### src/hdl/host_port_pkg.sv
// Constants and carrier types for the parallel host port controller.
package host_port_pkg;
    localparam int DATA_W = 8;
    localparam int ADDR_W = 10;
    localparam int NUM_XCVR = 4;
    localparam int LOW_ADDR_W = 7;
    localparam int TOP_ADDR_POS = 7;
    localparam int UPPER_ADDR_LSB = 8;
    // Strobe timing, given in ns and rounded up to cycles of clk_in.
    localparam int CLK_PERIOD_NS = 10;
    localparam int SETUP_NS = 30;
    localparam int STROBE_NS = 80;
    localparam int HOLD_NS = 20;
    localparam int SETUP_CYC = (SETUP_NS + CLK_PERIOD_NS - 1) / CLK_PERIOD_NS;
    localparam int STROBE_CYC =
        (STROBE_NS + CLK_PERIOD_NS - 1) / CLK_PERIOD_NS;
    localparam int HOLD_CYC = (HOLD_NS + CLK_PERIOD_NS - 1) / CLK_PERIOD_NS;
    localparam int RESET_PULSE_NS = 100;
    localparam int RESET_CYC =
        (RESET_PULSE_NS + CLK_PERIOD_NS - 1) / CLK_PERIOD_NS;
    localparam int CNT_W = 8;
    localparam logic [CNT_W-1:0] CNT_ZERO = 8'h00;
    localparam logic [CNT_W-1:0] CNT_ONE = 8'h01;
    localparam logic [DATA_W-1:0] DATA_ZERO = 8'h00;
    localparam logic [3:0] SEL_IDLE = 4'hf;

    typedef struct packed {
        logic write;
        logic [1:0] xcvr;
        logic [ADDR_W-1:0] addr;
        logic [DATA_W-1:0] wdata;
    } host_req_t;

    typedef struct packed {
        logic shared_bus_select;
        logic bus_style_strap;
        logic single_select;
    } port_mode_t;

    typedef enum logic [2:0] {
        ST_IDLE = 3'b000,
        ST_ADDR = 3'b001,
        ST_LATCH = 3'b010,
        ST_SETUP = 3'b011,
        ST_STROBE = 3'b100,
        ST_HOLD = 3'b101,
        ST_RESET = 3'b110
    } port_state_t;
endpackage

### src/hdl/phase_timer.sv
// Down counter that times each phase of a bus cycle.
`timescale 1ns/1ps
module phase_timer
    import host_port_pkg::*;
#(
    parameter int W = CNT_W
)
(
    input wire logic clk_in,
    input wire logic rst_in,
    input wire logic load_in,
    input wire logic [W-1:0] count_in,
    output logic done_out
);
    logic [W-1:0] cnt_q;

    always_ff @(posedge clk_in)
    begin
        if (rst_in)
            cnt_q <= '0;
        else if (load_in)
            cnt_q <= count_in;
        else if (cnt_q != '0)
            cnt_q <= cnt_q - 1'b1;
    end

    assign done_out = (cnt_q == W'(1)) || (cnt_q == '0);
endmodule // phase_timer

### src/hdl/host_port_ctrl.sv
// Host-side controller that drives the framer's parallel control port.
`timescale 1ns/1ps
module host_port_ctrl
    import host_port_pkg::*;
(
    input wire logic clk_in,
    input wire logic rst_in,
    input wire port_mode_t mode_in,
    input wire logic req_valid_in,
    input wire host_req_t req_in,
    input wire logic dev_reset_req_in,
    output logic req_ready_out,
    output logic rsp_valid_out,
    output logic [DATA_W-1:0] rsp_data_out,
    input wire logic [DATA_W-1:0] addr_data_bus_in,
    output logic [DATA_W-1:0] addr_data_bus_out,
    output logic addr_data_bus_oe_out,
    output logic [LOW_ADDR_W-1:0] low_addr_bits_out,
    output logic top_addr_bit_out,
    output logic [1:0] upper_addr_bits_out,
    output logic read_strobe_n_out,
    output logic write_strobe_n_out,
    output logic xcvr1_select_n_out,
    output logic xcvr2_select_n_out,
    output logic xcvr3_select_n_out,
    output logic xcvr4_select_n_out,
    output logic float_and_reset_pin_out,
    input wire logic host_alert_n_in,
    output logic alert_out
);
    port_state_t state_q;
    port_state_t state_d;
    host_req_t req_q;
    host_req_t req_d;
    // Pins follow the request being taken, never the one before it.
    assign req_d = (state_q == ST_IDLE && req_valid_in && !dev_reset_req_in)
        ? req_in : req_q;
    logic timer_load;
    logic [CNT_W-1:0] timer_count;
    logic timer_done;
    logic [NUM_XCVR-1:0] sel_n;

    phase_timer #(.W(CNT_W)) u_timer (
        .clk_in(clk_in),
        .rst_in(rst_in),
        .load_in(timer_load),
        .count_in(timer_count),
        .done_out(timer_done)
    );

    always_comb
    begin
        state_d = state_q;
        timer_load = 1'b0;
        timer_count = CNT_ONE;
        case (state_q)
            ST_IDLE:
            begin
                if (dev_reset_req_in)
                begin
                    state_d = ST_RESET;
                    timer_load = 1'b1;
                    timer_count = CNT_W'(RESET_CYC);
                end
                else if (req_valid_in)
                begin
                    // Multiplexed cycles first put the address on the bus.
                    state_d = mode_in.shared_bus_select ? ST_ADDR : ST_SETUP;
                    timer_load = 1'b1;
                    timer_count = CNT_W'(SETUP_CYC);
                end
            end
            ST_ADDR:
                if (timer_done)
                begin
                    state_d = ST_LATCH;
                    timer_load = 1'b1;
                    timer_count = CNT_W'(HOLD_CYC);
                end
            ST_LATCH:
                if (timer_done)
                begin
                    state_d = ST_SETUP;
                    timer_load = 1'b1;
                    timer_count = CNT_W'(SETUP_CYC);
                end
            ST_SETUP:
                if (timer_done)
                begin
                    state_d = ST_STROBE;
                    timer_load = 1'b1;
                    timer_count = CNT_W'(STROBE_CYC);
                end
            ST_STROBE:
                if (timer_done)
                begin
                    state_d = ST_HOLD;
                    timer_load = 1'b1;
                    timer_count = CNT_W'(HOLD_CYC);
                end
            ST_HOLD:
                if (timer_done)
                    state_d = ST_IDLE;
            ST_RESET:
                if (timer_done)
                    state_d = ST_IDLE;
            default:
                state_d = ST_IDLE;
        endcase
    end

    always_ff @(posedge clk_in)
    begin
        if (rst_in)
            state_q <= ST_IDLE;
        else
            state_q <= state_d;
    end

    always_ff @(posedge clk_in)
    begin
        if (rst_in)
            req_q <= '0;
        else
            req_q <= req_d;
    end

    always_ff @(posedge clk_in)
    begin
        if (rst_in)
            req_ready_out <= 1'b0;
        else
            req_ready_out <= (state_d == ST_IDLE);
    end

    // The pulse on the reset pin gives the device its rising edge; low
    // otherwise keeps the device's pins out of high impedance.
    always_ff @(posedge clk_in)
    begin
        if (rst_in)
            float_and_reset_pin_out <= 1'b0;
        else
            float_and_reset_pin_out <= (state_d == ST_RESET);
    end

    // Address pins: separate bus drives all address pins, multiplexed
    // bus ties the low bits low and raises the capture strobe.
    always_ff @(posedge clk_in)
    begin
        if (rst_in)
        begin
            low_addr_bits_out <= '0;
            top_addr_bit_out <= 1'b0;
            upper_addr_bits_out <= '0;
        end
        else if (mode_in.shared_bus_select)
        begin
            low_addr_bits_out <= '0;
            top_addr_bit_out <= (state_d == ST_LATCH);
            upper_addr_bits_out <=
                req_d.addr[ADDR_W-1:UPPER_ADDR_LSB];
        end
        else
        begin
            low_addr_bits_out <= req_d.addr[LOW_ADDR_W-1:0];
            top_addr_bit_out <= req_d.addr[TOP_ADDR_POS];
            upper_addr_bits_out <=
                req_d.addr[ADDR_W-1:UPPER_ADDR_LSB];
        end
    end

    // Data pins: address phase in multiplexed mode, write data while
    // writing, released during reads so the device can drive them.
    always_ff @(posedge clk_in)
    begin
        if (rst_in)
        begin
            addr_data_bus_out <= DATA_ZERO;
            addr_data_bus_oe_out <= 1'b0;
        end
        else if (state_d == ST_ADDR || state_d == ST_LATCH)
        begin
            addr_data_bus_out <= req_d.addr[DATA_W-1:0];
            addr_data_bus_oe_out <= 1'b1;
        end
        else if (req_d.write && (state_d == ST_SETUP ||
                 state_d == ST_STROBE || state_d == ST_HOLD))
        begin
            addr_data_bus_out <= req_d.wdata;
            addr_data_bus_oe_out <= 1'b1;
        end
        else
        begin
            addr_data_bus_out <= DATA_ZERO;
            addr_data_bus_oe_out <= 1'b0;
        end
    end

    // Strobe pins.  In strobe-direction style the write pin carries the
    // direction and the read pin the data strobe.
    always_ff @(posedge clk_in)
    begin
        if (rst_in)
        begin
            read_strobe_n_out <= 1'b1;
            write_strobe_n_out <= 1'b1;
        end
        else if (mode_in.bus_style_strap)
        begin
            write_strobe_n_out <= !req_d.write;
            // The data strobe is active high on the separate bus.
            if (mode_in.shared_bus_select)
                read_strobe_n_out <= (state_d != ST_STROBE);
            else
                read_strobe_n_out <= (state_d == ST_STROBE);
        end
        else
        begin
            read_strobe_n_out <=
                !(state_d == ST_STROBE && !req_d.write);
            write_strobe_n_out <=
                !(state_d == ST_STROBE && req_d.write);
        end
    end

    // Selects stay low from the address phase (setup on the separate bus) through hold so the read data window
    // is framed by select and strobe together.
    always_comb
    begin
        sel_n = SEL_IDLE;
        if (state_d == ST_SETUP || state_d == ST_STROBE ||
            state_d == ST_HOLD || state_d == ST_ADDR || state_d == ST_LATCH)
        begin
            if (mode_in.single_select)
                sel_n[0] = 1'b0;
            else
                sel_n[req_d.xcvr] = 1'b0;
        end
    end

    always_ff @(posedge clk_in)
    begin
        if (rst_in)
        begin
            xcvr1_select_n_out <= 1'b1;
            xcvr2_select_n_out <= 1'b1;
            xcvr3_select_n_out <= 1'b1;
            xcvr4_select_n_out <= 1'b1;
        end
        else
        begin
            xcvr1_select_n_out <= sel_n[0];
            xcvr2_select_n_out <= sel_n[1];
            xcvr3_select_n_out <= sel_n[2];
            xcvr4_select_n_out <= sel_n[3];
        end
    end

    // Read data is sampled on the last strobe cycle, before release.
    always_ff @(posedge clk_in)
    begin
        if (rst_in)
        begin
            rsp_valid_out <= 1'b0;
            rsp_data_out <= DATA_ZERO;
        end
        else
        begin
            rsp_valid_out <= (state_q == ST_STROBE) && timer_done &&
                             !req_q.write;
            if (state_q == ST_STROBE && timer_done && !req_q.write)
                rsp_data_out <= addr_data_bus_in;
        end
    end

    always_ff @(posedge clk_in)
    begin
        if (rst_in)
            alert_out <= 1'b0;
        else
            alert_out <= !host_alert_n_in;
    end
endmodule // host_port_ctrl

### config.mk
export PLATFORM = sky130hd
export DESIGN_NAME = host_port_ctrl
export DESIGN_NICKNAME = d
export VERILOG_FILES = /design/src/hdl/host_port_pkg.sv /design/src/hdl/phase_timer.sv /design/src/hdl/host_port_ctrl.sv
export SDC_FILE = /design/constraint.sdc
export NUM_CORES = 1
export LEC_CHECK = 0
export BUFFER_PORTS_ARGS = -buffer_cell sky130_fd_sc_hd__buf_2
export CAP_MARGIN = 5
export CORE_ASPECT_RATIO = 1.2
export CORE_UTILIZATION = 25
export CTS_CLUSTER_DIAMETER = 30
export DETAILED_ROUTE_END_ITERATION = 10
export GPL_ROUTABILITY_DRIVEN = 1
export SYNTH_ARGS = -nofsm -noshare
export SYNTH_HDL_FRONTEND = slang
export SYNTH_HIERARCHICAL = 1
export SYNTH_SLANG_ARGS = --single-unit
### constraint.sdc
create_clock -name clk_in -period 6.5 [get_ports clk_in]
set_input_delay 0.65 -clock clk_in [delete_from_list [all_inputs] [get_ports clk_in]]
set_output_delay 0.65 -clock clk_in [all_outputs]
set_load 0.05 [all_outputs]
# == Word level (Yosys, flattened, before mapping) ==
# Index checks and enable logic that the tools add are counted.
# word_totals
reg_bits,69
out_inout_bits,37
word_cells,105
# classes
add_sub_neg,1
n_lt_le_gt_ge,2
n_eq_ne,14
muxes,33
bitwise_logic,2
reduce_logical,31
# ops
op,n
$mux 8,4
$mux 21,1
$mux 3,7
$eq 3x3->1 const B,6
$pmux 3 s6,1
$pmux 4 s4,1
$eq 3x2->1 const B,4
$mux 1,11
$eq 8x1->1 const B,1
$logic_and 1x1->1,8
$logic_not 8->1,1
$mux 2,4
$mux 4,2
$reduce_bool 8->1,1
$reduce_or 2->1,4
$sub 8x1->8 const B,1
$eq 3x1->1 const B,2
$logic_not 1->1,6
$logic_not 3->1,2
$logic_or 1x1->1,6
$not 4->4,1
$reduce_or 4->1,1
$lt 2x3->1 const B,1
$ne 3x3->1 const B,1
other kinds (6),6

# == Logic depth before layout (Yosys ltp) ==
# Gate-level depths: netlist of the first run.
# depth
depth_word,11
mapped_depth,13

# == Modules after synthesis ==
# Netlist of the first run, hierarchy kept.
# modules_own_cells
mod,n_inst,cells_per_inst,area_per_inst_um2
host_port_ctrl,1,252,2468.6
phase_timer,1,60,491.7

# == Least setup slack after synthesis of the first run ==
# No wires, ideal clock.
# synth_path
kind,flip-flop to flip-flop
from,register u_timer.cnt_q[2]
to,register u_timer.cnt_q[4]
setup_time_ns,0.129
t_arrival_ns,2.212
t_required_ns,6.371
setup_slack_ns,4.158
stages_incl_launch_ff,13
path_buffers,3
period_less_slack_ns,2.342
cell_sequence,dfxtp_1 > nor3_2 > o211ai_1 > nor2_1 > buf_2 > clkbuf_1 > a21oi_1 > o21ai_0 > nand2b_1 > clkbuf_1 > a211oi_1 > a21oi_1 > a21oi_1
# synth_between
elab_chain_cells,5
word_cells_on_any_way,10
# synth_lines
element,line,rtl
"start, declared",phase_timer.sv:15,logic [W-1:0] cnt_q;
"start signal, assigned",phase_timer.sv:22,cnt_q <= count_in;
"start signal, assigned",phase_timer.sv:24,cnt_q <= cnt_q - 1'b1;
$eq 8x1->1 or $logic_not 8->1 (tied branches),phase_timer.sv:27,assign done_out = (cnt_q == W'(1)) || (cnt_q == '0);
$logic_or 1x1->1 (*),phase_timer.sv:27,
via timer_done,host_port_ctrl.sv:40,logic timer_done;
$mux 1 (*),--,
$pmux 1 s2 (*),host_port_ctrl.sv:56,case (state_q)
via timer_load,host_port_ctrl.sv:38,logic timer_load;
$mux 8 or $reduce_bool 2->1 (tied branches),--,
# Mark *: on every way through the listed nets, which the timed path passes. The rest lies on a longest branch. The select of a mux whose other input is x is not followed.
# A chain may end at the register's enable or synchronous reset.

# == Final worst setup path of the first run ==
# layout_path
from,register u_timer.cnt_q[2]
to,register u_timer.cnt_q[5]
# The elaborated chain is that of the path after synthesis.

==> flow_metrics.py, run 1 <==
metrics = {
    "yosys": {
        "synth_area_leaders": "dfxtp_1, mux2i_1, nor2_1",
        "ys.flop_type": "dfxtp_1",
        "syn_inst": 312,
        "synth_top_cell_area_share_pct": 45.3,
        "synth-seq-cells": 67,
        "ys_warn_count": 6,
        "yosysTopAreaCell": "dfxtp_1",
        "postSynthAreaPerCell_um2": 9.49,
        "synth_edf_count": 0,
        "seq_area_frac_synth_pct": 45.3,
        "ys_async_sr_fraction_pct": 0,
        "syn_area_um2": 2960,
        "synth_cell_types": 62,
    },
    "finish": {
        "multiInputGateArea_um2": 1450,
        "syn_to_final_growth_pct": 25.0,
        "final.fill_count": 1217,
        "drive_above_1_share_pct": 28.5,
        "fin_nets": 418,
        "final_common_cell": "buf_2",
        "final_cell_mix": "buf_2, dfxtp_1, nor2_1, nand2_1, a21oi_1",
        "ff_latch_area_um2": 1340,
        "stdcell_count": 540,
        "n_antenna_cell": 0,
    },
    "clock_tree": {
        "cts_root_buf": "clkbuf_16",
        "cts_tree": "done",
        "clock_sinks": 67,
        "cts_made_buffers": 9,
        "ctsResizeCount": 0,
        "htreeDepth": 3,
        "post_cts_buffers": 0,
        "insertion_delay_ps": 330,
        "cts_hold_buf": 0,
        "path_clk_slew_ps": 50,
        "clockBufferDepth": 2,
    },
    "global_routing": {
        "grt_max_degree": 63,
        "overflow": 0,
        "antenna_found_initial": 0,
        "grt_pass1_wl_um": 10900,
        "grt_pass1_vias": 2299,
        "groute.usage.overall_pct": 11.7,
    },
    "power": {
        "leakage_nw": 1.60,
        "ir_drop_uv": 186,
        "power.switching_mw": 0.627,
        "p_sw_share_pct": 38.3,
        "total_power_mw": 1.64,
        "p_int_mw": 1.01,
        "clockPowerShare_pct": 29.2,
        "comb_power_share_pct": 37.4,
        "p_seq_share_pct": 33.4,
        "power_density_nw_per_um2": 442,
    },
    "floorplanning": {
        "rows": 43,
        "die_area_um2": 12300,
        "die_h_um": 121,
        "initial_core_util_pct": 25.6,
        "coreArea_um2": 11600,
        "ios": 74,
        "die_w_um": 101,
    },
    "setup_path": {
        "worst_path_max_delay_cell": "nor2_1",
        "critPathMaxStageDelay_ps": 800,
        "cp.arrival_ps": 3480,
        "cp-startpoint": "u_timer/cnt_q[2]",
        "critPathTopFamily": "simple AND/OR/NAND/NOR gates",
        "cp_num_buf_inv": 0,
        "startpoint_type": "flop",
        "worstSetupPathType": "reg2reg",
        "crit_path_end_kind": "flop",
        "cp_cell_sequence": "nor3_2 -> o211ai_1 -> nor2_1 -> nand3_1 -> o21ai_0 -> nand2b_1 -> or2_2 -> o32ai_1",
        "critical_path.max_fanout": 18,
        "r2r-start": "u_timer/cnt_q[2]",
        "required_ps": 6680,
    },
    "sta": {
        "rsz0062_at_grt": "no",
        "slew_viol_final": 0,
        "max_clock_freq_mhz": 303,
        "tightest_slew_ps": 1020,
        "tns_ps": 0,
        "relSlewSlack_pct": 31.6,
        "final.setup_skew_ps": 2.61,
        "finalHoldViolations": 0,
        "finalCritPeriodShare_pct": 50.8,
        "setup_violations": 0,
        "min_period_ps": 3300,
    },
    "worst_hold_path": {
        "hp-class": "reg2reg",
        "hold_start": "req_q[16]",
    },
    "place": {
        "gp_congestion": 0.726,
        "place_inst": 524,
        "hpwlAfterDp_um": 4760,
        "io_buffers": 73,
    },
    "route": {
        "wl_per_cell_um": 12.3,
        "drtIter0Drc": 111,
        "ant_nets": 0,
        "first_pass_iters": 4,
        "dr_total_vias": 2408,
        "totalWireLength_um": 6640,
        "drc": 0,
        "viasPerCell": 4.46,
    },
    "run_status": {
        "status": "finished, final reports clean",
    },
    "run": {
        "drv_cap": 0,
    },
}
registers in the layout (all words and copies together), names as in the netlist:
signal,cells
addr_data_bus_out,8
write_strobe_n_out,1
float_and_reset_pin_out,1
rsp_valid_out,1
addr_data_bus_oe_out,1
u_timer/cnt_q,8
state_q,3
xcvr4_select_n_out,1
read_strobe_n_out,1
top_addr_bit_out,1
rsp_data_out,8
xcvr2_select_n_out,1
alert_out,1
xcvr3_select_n_out,1
xcvr1_select_n_out,1
req_ready_out,1
low_addr_bits_out,7
req_q,21
power by group through the flow:
stage               clock (mW)  sequential [mW]  combinational [mW]
finish                   0.478            0.546               0.612
global route             0.508            0.558               0.679
CTS                      0.493            0.547               0.621
detailed placement           0            0.555               0.618
global placement             0            0.552               0.608
floorplan                    0            0.602               0.477
final cells by class:
class                   instances  area share [%]
inverters                      10            1.01
repair buffers                 75            10.3
clock buffers                  10            6.19
clock inverters                 6            1.76
well taps                     157            5.31
flip-flops and latches         67            36.3
multi-input cells             215            39.2
cells in the mapped netlist, types with 5 or more instances:
cell and instances:
nor2_1 37, nand3_1 8, dfxtp_1 67, nor3_1 5, clkbuf_1 12, o32ai_1 10
buf_6 6, inv_1 10, o21ai_0 12, a21oi_1 22, nand2_1 26, mux2i_1 17
stage by stage:
step	setup WS [ps]	cell area [µm²]	util, %	hold slack (ps)
finish	3200	3700	32.0	462
global route	2810	3700	32.0	453
CTS	3200	3700	32.0	450
detailed placement	3220	3410	29.4	458
global placement	3410	3410	29.4	442
floorplan	4160	2980	-	437
routing by layer:
layer / up-vias / wire (µm) / global-route usage (%)
met1: 1125 / 2860 / 13.2
met2: 53 / 3370 / 19.9
met4: 0 / 89 / 6.25
li1: 1220 / - / -
met3: 10 / 325 / 3.23
met5: - / 0 / 0
cells by family (layout without fill, tap and decap cells):
logic type                 count (synthesis)  after routing  share of synthesized area (%)
AOI/OAI and AO/OA                         69             69                           17.7
buffers and inverters                     34            101                           6.21
other                                      1              5                          0.127
and+or+nand+nor                          109            109                           19.2
DFF                                       67             67                           45.3
muxes                                     21             21                           7.73
xor gates and xnor gates                   6              6                           1.78
adders and majority gates                  5              5                           1.99
worst reg2reg max path, stage by stage (launching register included):
cell	delay, ps
dfxtp_1	360
nor3_2	340
o211ai_1	170
nor2_1	800
nand3_1	510
o21ai_0	230
nand2b_1	420
or2_2	230
o32ai_1	90
final timing paths:
path	depth (start not counted)	slack, ps	end
min	2	460	req_q[16]
min reg2reg	2	460	req_q[16]
max	8	3200	u_timer/cnt_q[5]
max reg2reg	8	3200	u_timer/cnt_q[5]
No activity file was read; power rests on OpenSTA's default activity.
==> run 2, diff against run 1 <==
Clock period 6.5 ns to 3.01 ns, I/O delays scaled along.
==> run 2 against run 1 <==
Compared with the run above:
- register-to-register slack got worse by 2700 ps
- core utilization rose by 0.44 points
- global-route usage rose by 0.62 points
- clock power rose by 130%
- sequential share of layout area fell by 0.50 points
- worst hold slack got worse by 350 ps
==> flow_metrics.py, run 2 (synthesized netlist as in run 1, its figures left out) <==
metrics = {
    "run_status": {
        "status": "finished, final reports clean",
    },
    "setup_path": {
        "startpoint_type": "flop",
        "required_ps": 3240,
        "worstSetupPathType": "reg2reg",
        "crit_path_end_kind": "flop",
        "cp.arrival_ps": 2780,
        "critical_path.max_fanout": 18,
        "reg2reg_depth": 9,
        "rrSetupSlack_ps": 470,
    },
    "clock_tree": {
        "cts_made_buffers": 9,
        "cts_tree": "done",
        "cts_root_buf": "clkbuf_16",
        "clockBufferDepth": 2,
        "post_cts_buffers": 0,
        "clock_sinks": 67,
        "htreeDepth": 3,
        "insertion_delay_ps": 330,
        "path_clk_slew_ps": 60,
        "ctsResizeCount": 0,
        "cts_hold_buf": 0,
    },
    "route": {
        "viasPerCell": 4.54,
        "dr_total_vias": 2465,
        "totalWireLength_um": 7010,
        "first_pass_iters": 4,
        "drc": 0,
        "drtIter0Drc": 91,
        "wl_per_cell_um": 12.9,
        "ant_nets": 0,
    },
    "sta": {
        "max_clock_freq_mhz": 393,
        "hold_slack_ps": 112,
        "finalHoldViolations": 0,
        "finalCritPeriodShare_pct": 84.5,
        "tightest_slew_ps": 827,
        "min_period_ps": 2540,
        "setup_violations": 0,
        "fin_ws_ps": 466,
        "final.setup_skew_ps": 5.42,
        "tns_ps": 0,
        "slew_viol_final": 0,
        "rsz0062_at_grt": "no",
        "relSlewSlack_pct": 44.9,
    },
    "place": {
        "placed_area_um2": 3440,
        "gp_congestion": 0.737,
        "preCtsSetupSlack_ps": 471,
        "io_buffers": 73,
        "hpwlAfterDp_um": 5040,
    },
    "floorplanning": {
        "rows": 43,
        "die_area_um2": 12300,
        "initial_core_util_pct": 25.6,
        "die_w_um": 101,
        "ios": 74,
        "die_h_um": 121,
        "coreArea_um2": 11600,
    },
    "finish": {
        "design_area_um2": 3750,
        "largest_register_ffs": 21,
        "final.fill_count": 1206,
        "fin_nets": 422,
        "top_register": "req_q",
        "drive_above_1_share_pct": 29.3,
        "final_cell_mix": "buf_2, dfxtp_1, nor2_1, nand2_1, a21oi_1",
        "final_common_cell": "buf_2",
        "n_antenna_cell": 0,
        "syn_to_final_growth_pct": 26.7,
    },
    "power": {
        "ir_drop_uv": 422,
        "power_density_nw_per_um2": 984,
        "leakage_nw": 1.63,
    },
    "worst_hold_path": {
        "hp-class": "in2reg",
        "whs_path_depth": 2,
    },
    "global_routing": {
        "groute.usage.overall_pct": 12.3,
        "grt_max_degree": 46,
        "grt_pass1_vias": 2335,
        "antenna_found_initial": 0,
        "grt_pass1_wl_um": 11300,
        "overflow": 0,
    },
    "run": {
        "drv_cap": 0,
    },
}
## run 2: cell count changes in the layout (fill, tap and decap cells not counted), sizes merged
cell / before / now
clkinv: 3 / 2
buf: 75 / 79
bufinv: 1 / 2
clkbuf: 10 / 9
## run 2: final cells by class
class,instances,area (µm²),area share [%]
Multi-Input combinational cell,215,1450,38.7
Sequential cell,67,1340,35.8
Timing Repair Buffer,79,410,10.9
Clock buffer,9,225,6.00
Tap cell,157,196,5.24
Clock inverter,6,90.1,2.40
Inverter,10,37.5,1.00
## run 2: path summary, 6_finish.rpt
check | from | end
worst max-delay path | u_timer/cnt_q[2] | addr_data_bus_out[0]
worst min-delay path | host_alert_n_in | alert_out
worst max register to register | u_timer/cnt_q[2] | addr_data_bus_out[0]
worst min register to register | req_q[16] | req_q[16]
## run 2: routing by layer
layer,GRT usage (%),vias up,routed length [µm]
met2,20.6,65,3460
met4,8.15,0,230
met3,3.17,18,323
li1,-,1226,-
met5,0,-,0
met1,13.6,1156,3000
## run 2: through the flow
stage	util, %	total power, mW	cells
after floorplan	-	2.33	316
after global placement	29.7	2.55	528
after detailed placement	29.7	2.59	528
after CTS	32.4	3.73	543
after global routing	32.4	3.92	543
final	32.4	3.69	543
## run 2: power by group
group	internal, mW	leakage, nW	switching [mW]	total, mW
Sequential	1.03	0.546	0.121	1.15
Combinational	0.542	0.929	0.881	1.42
Clock	0.722	0.152	0.393	1.11
Total	2.29	1.63	1.40	3.69
## run 2: critical path, stage by stage, from the launching register on
cell and delay [ps]:
dfxtp_1 360, nor3_2 360, o211ai_1 150, nor2_1 110, buf_4 220, inv_1 70, o221ai_1 380, and2_2 270
a41oi_4 200, o32ai_1 320
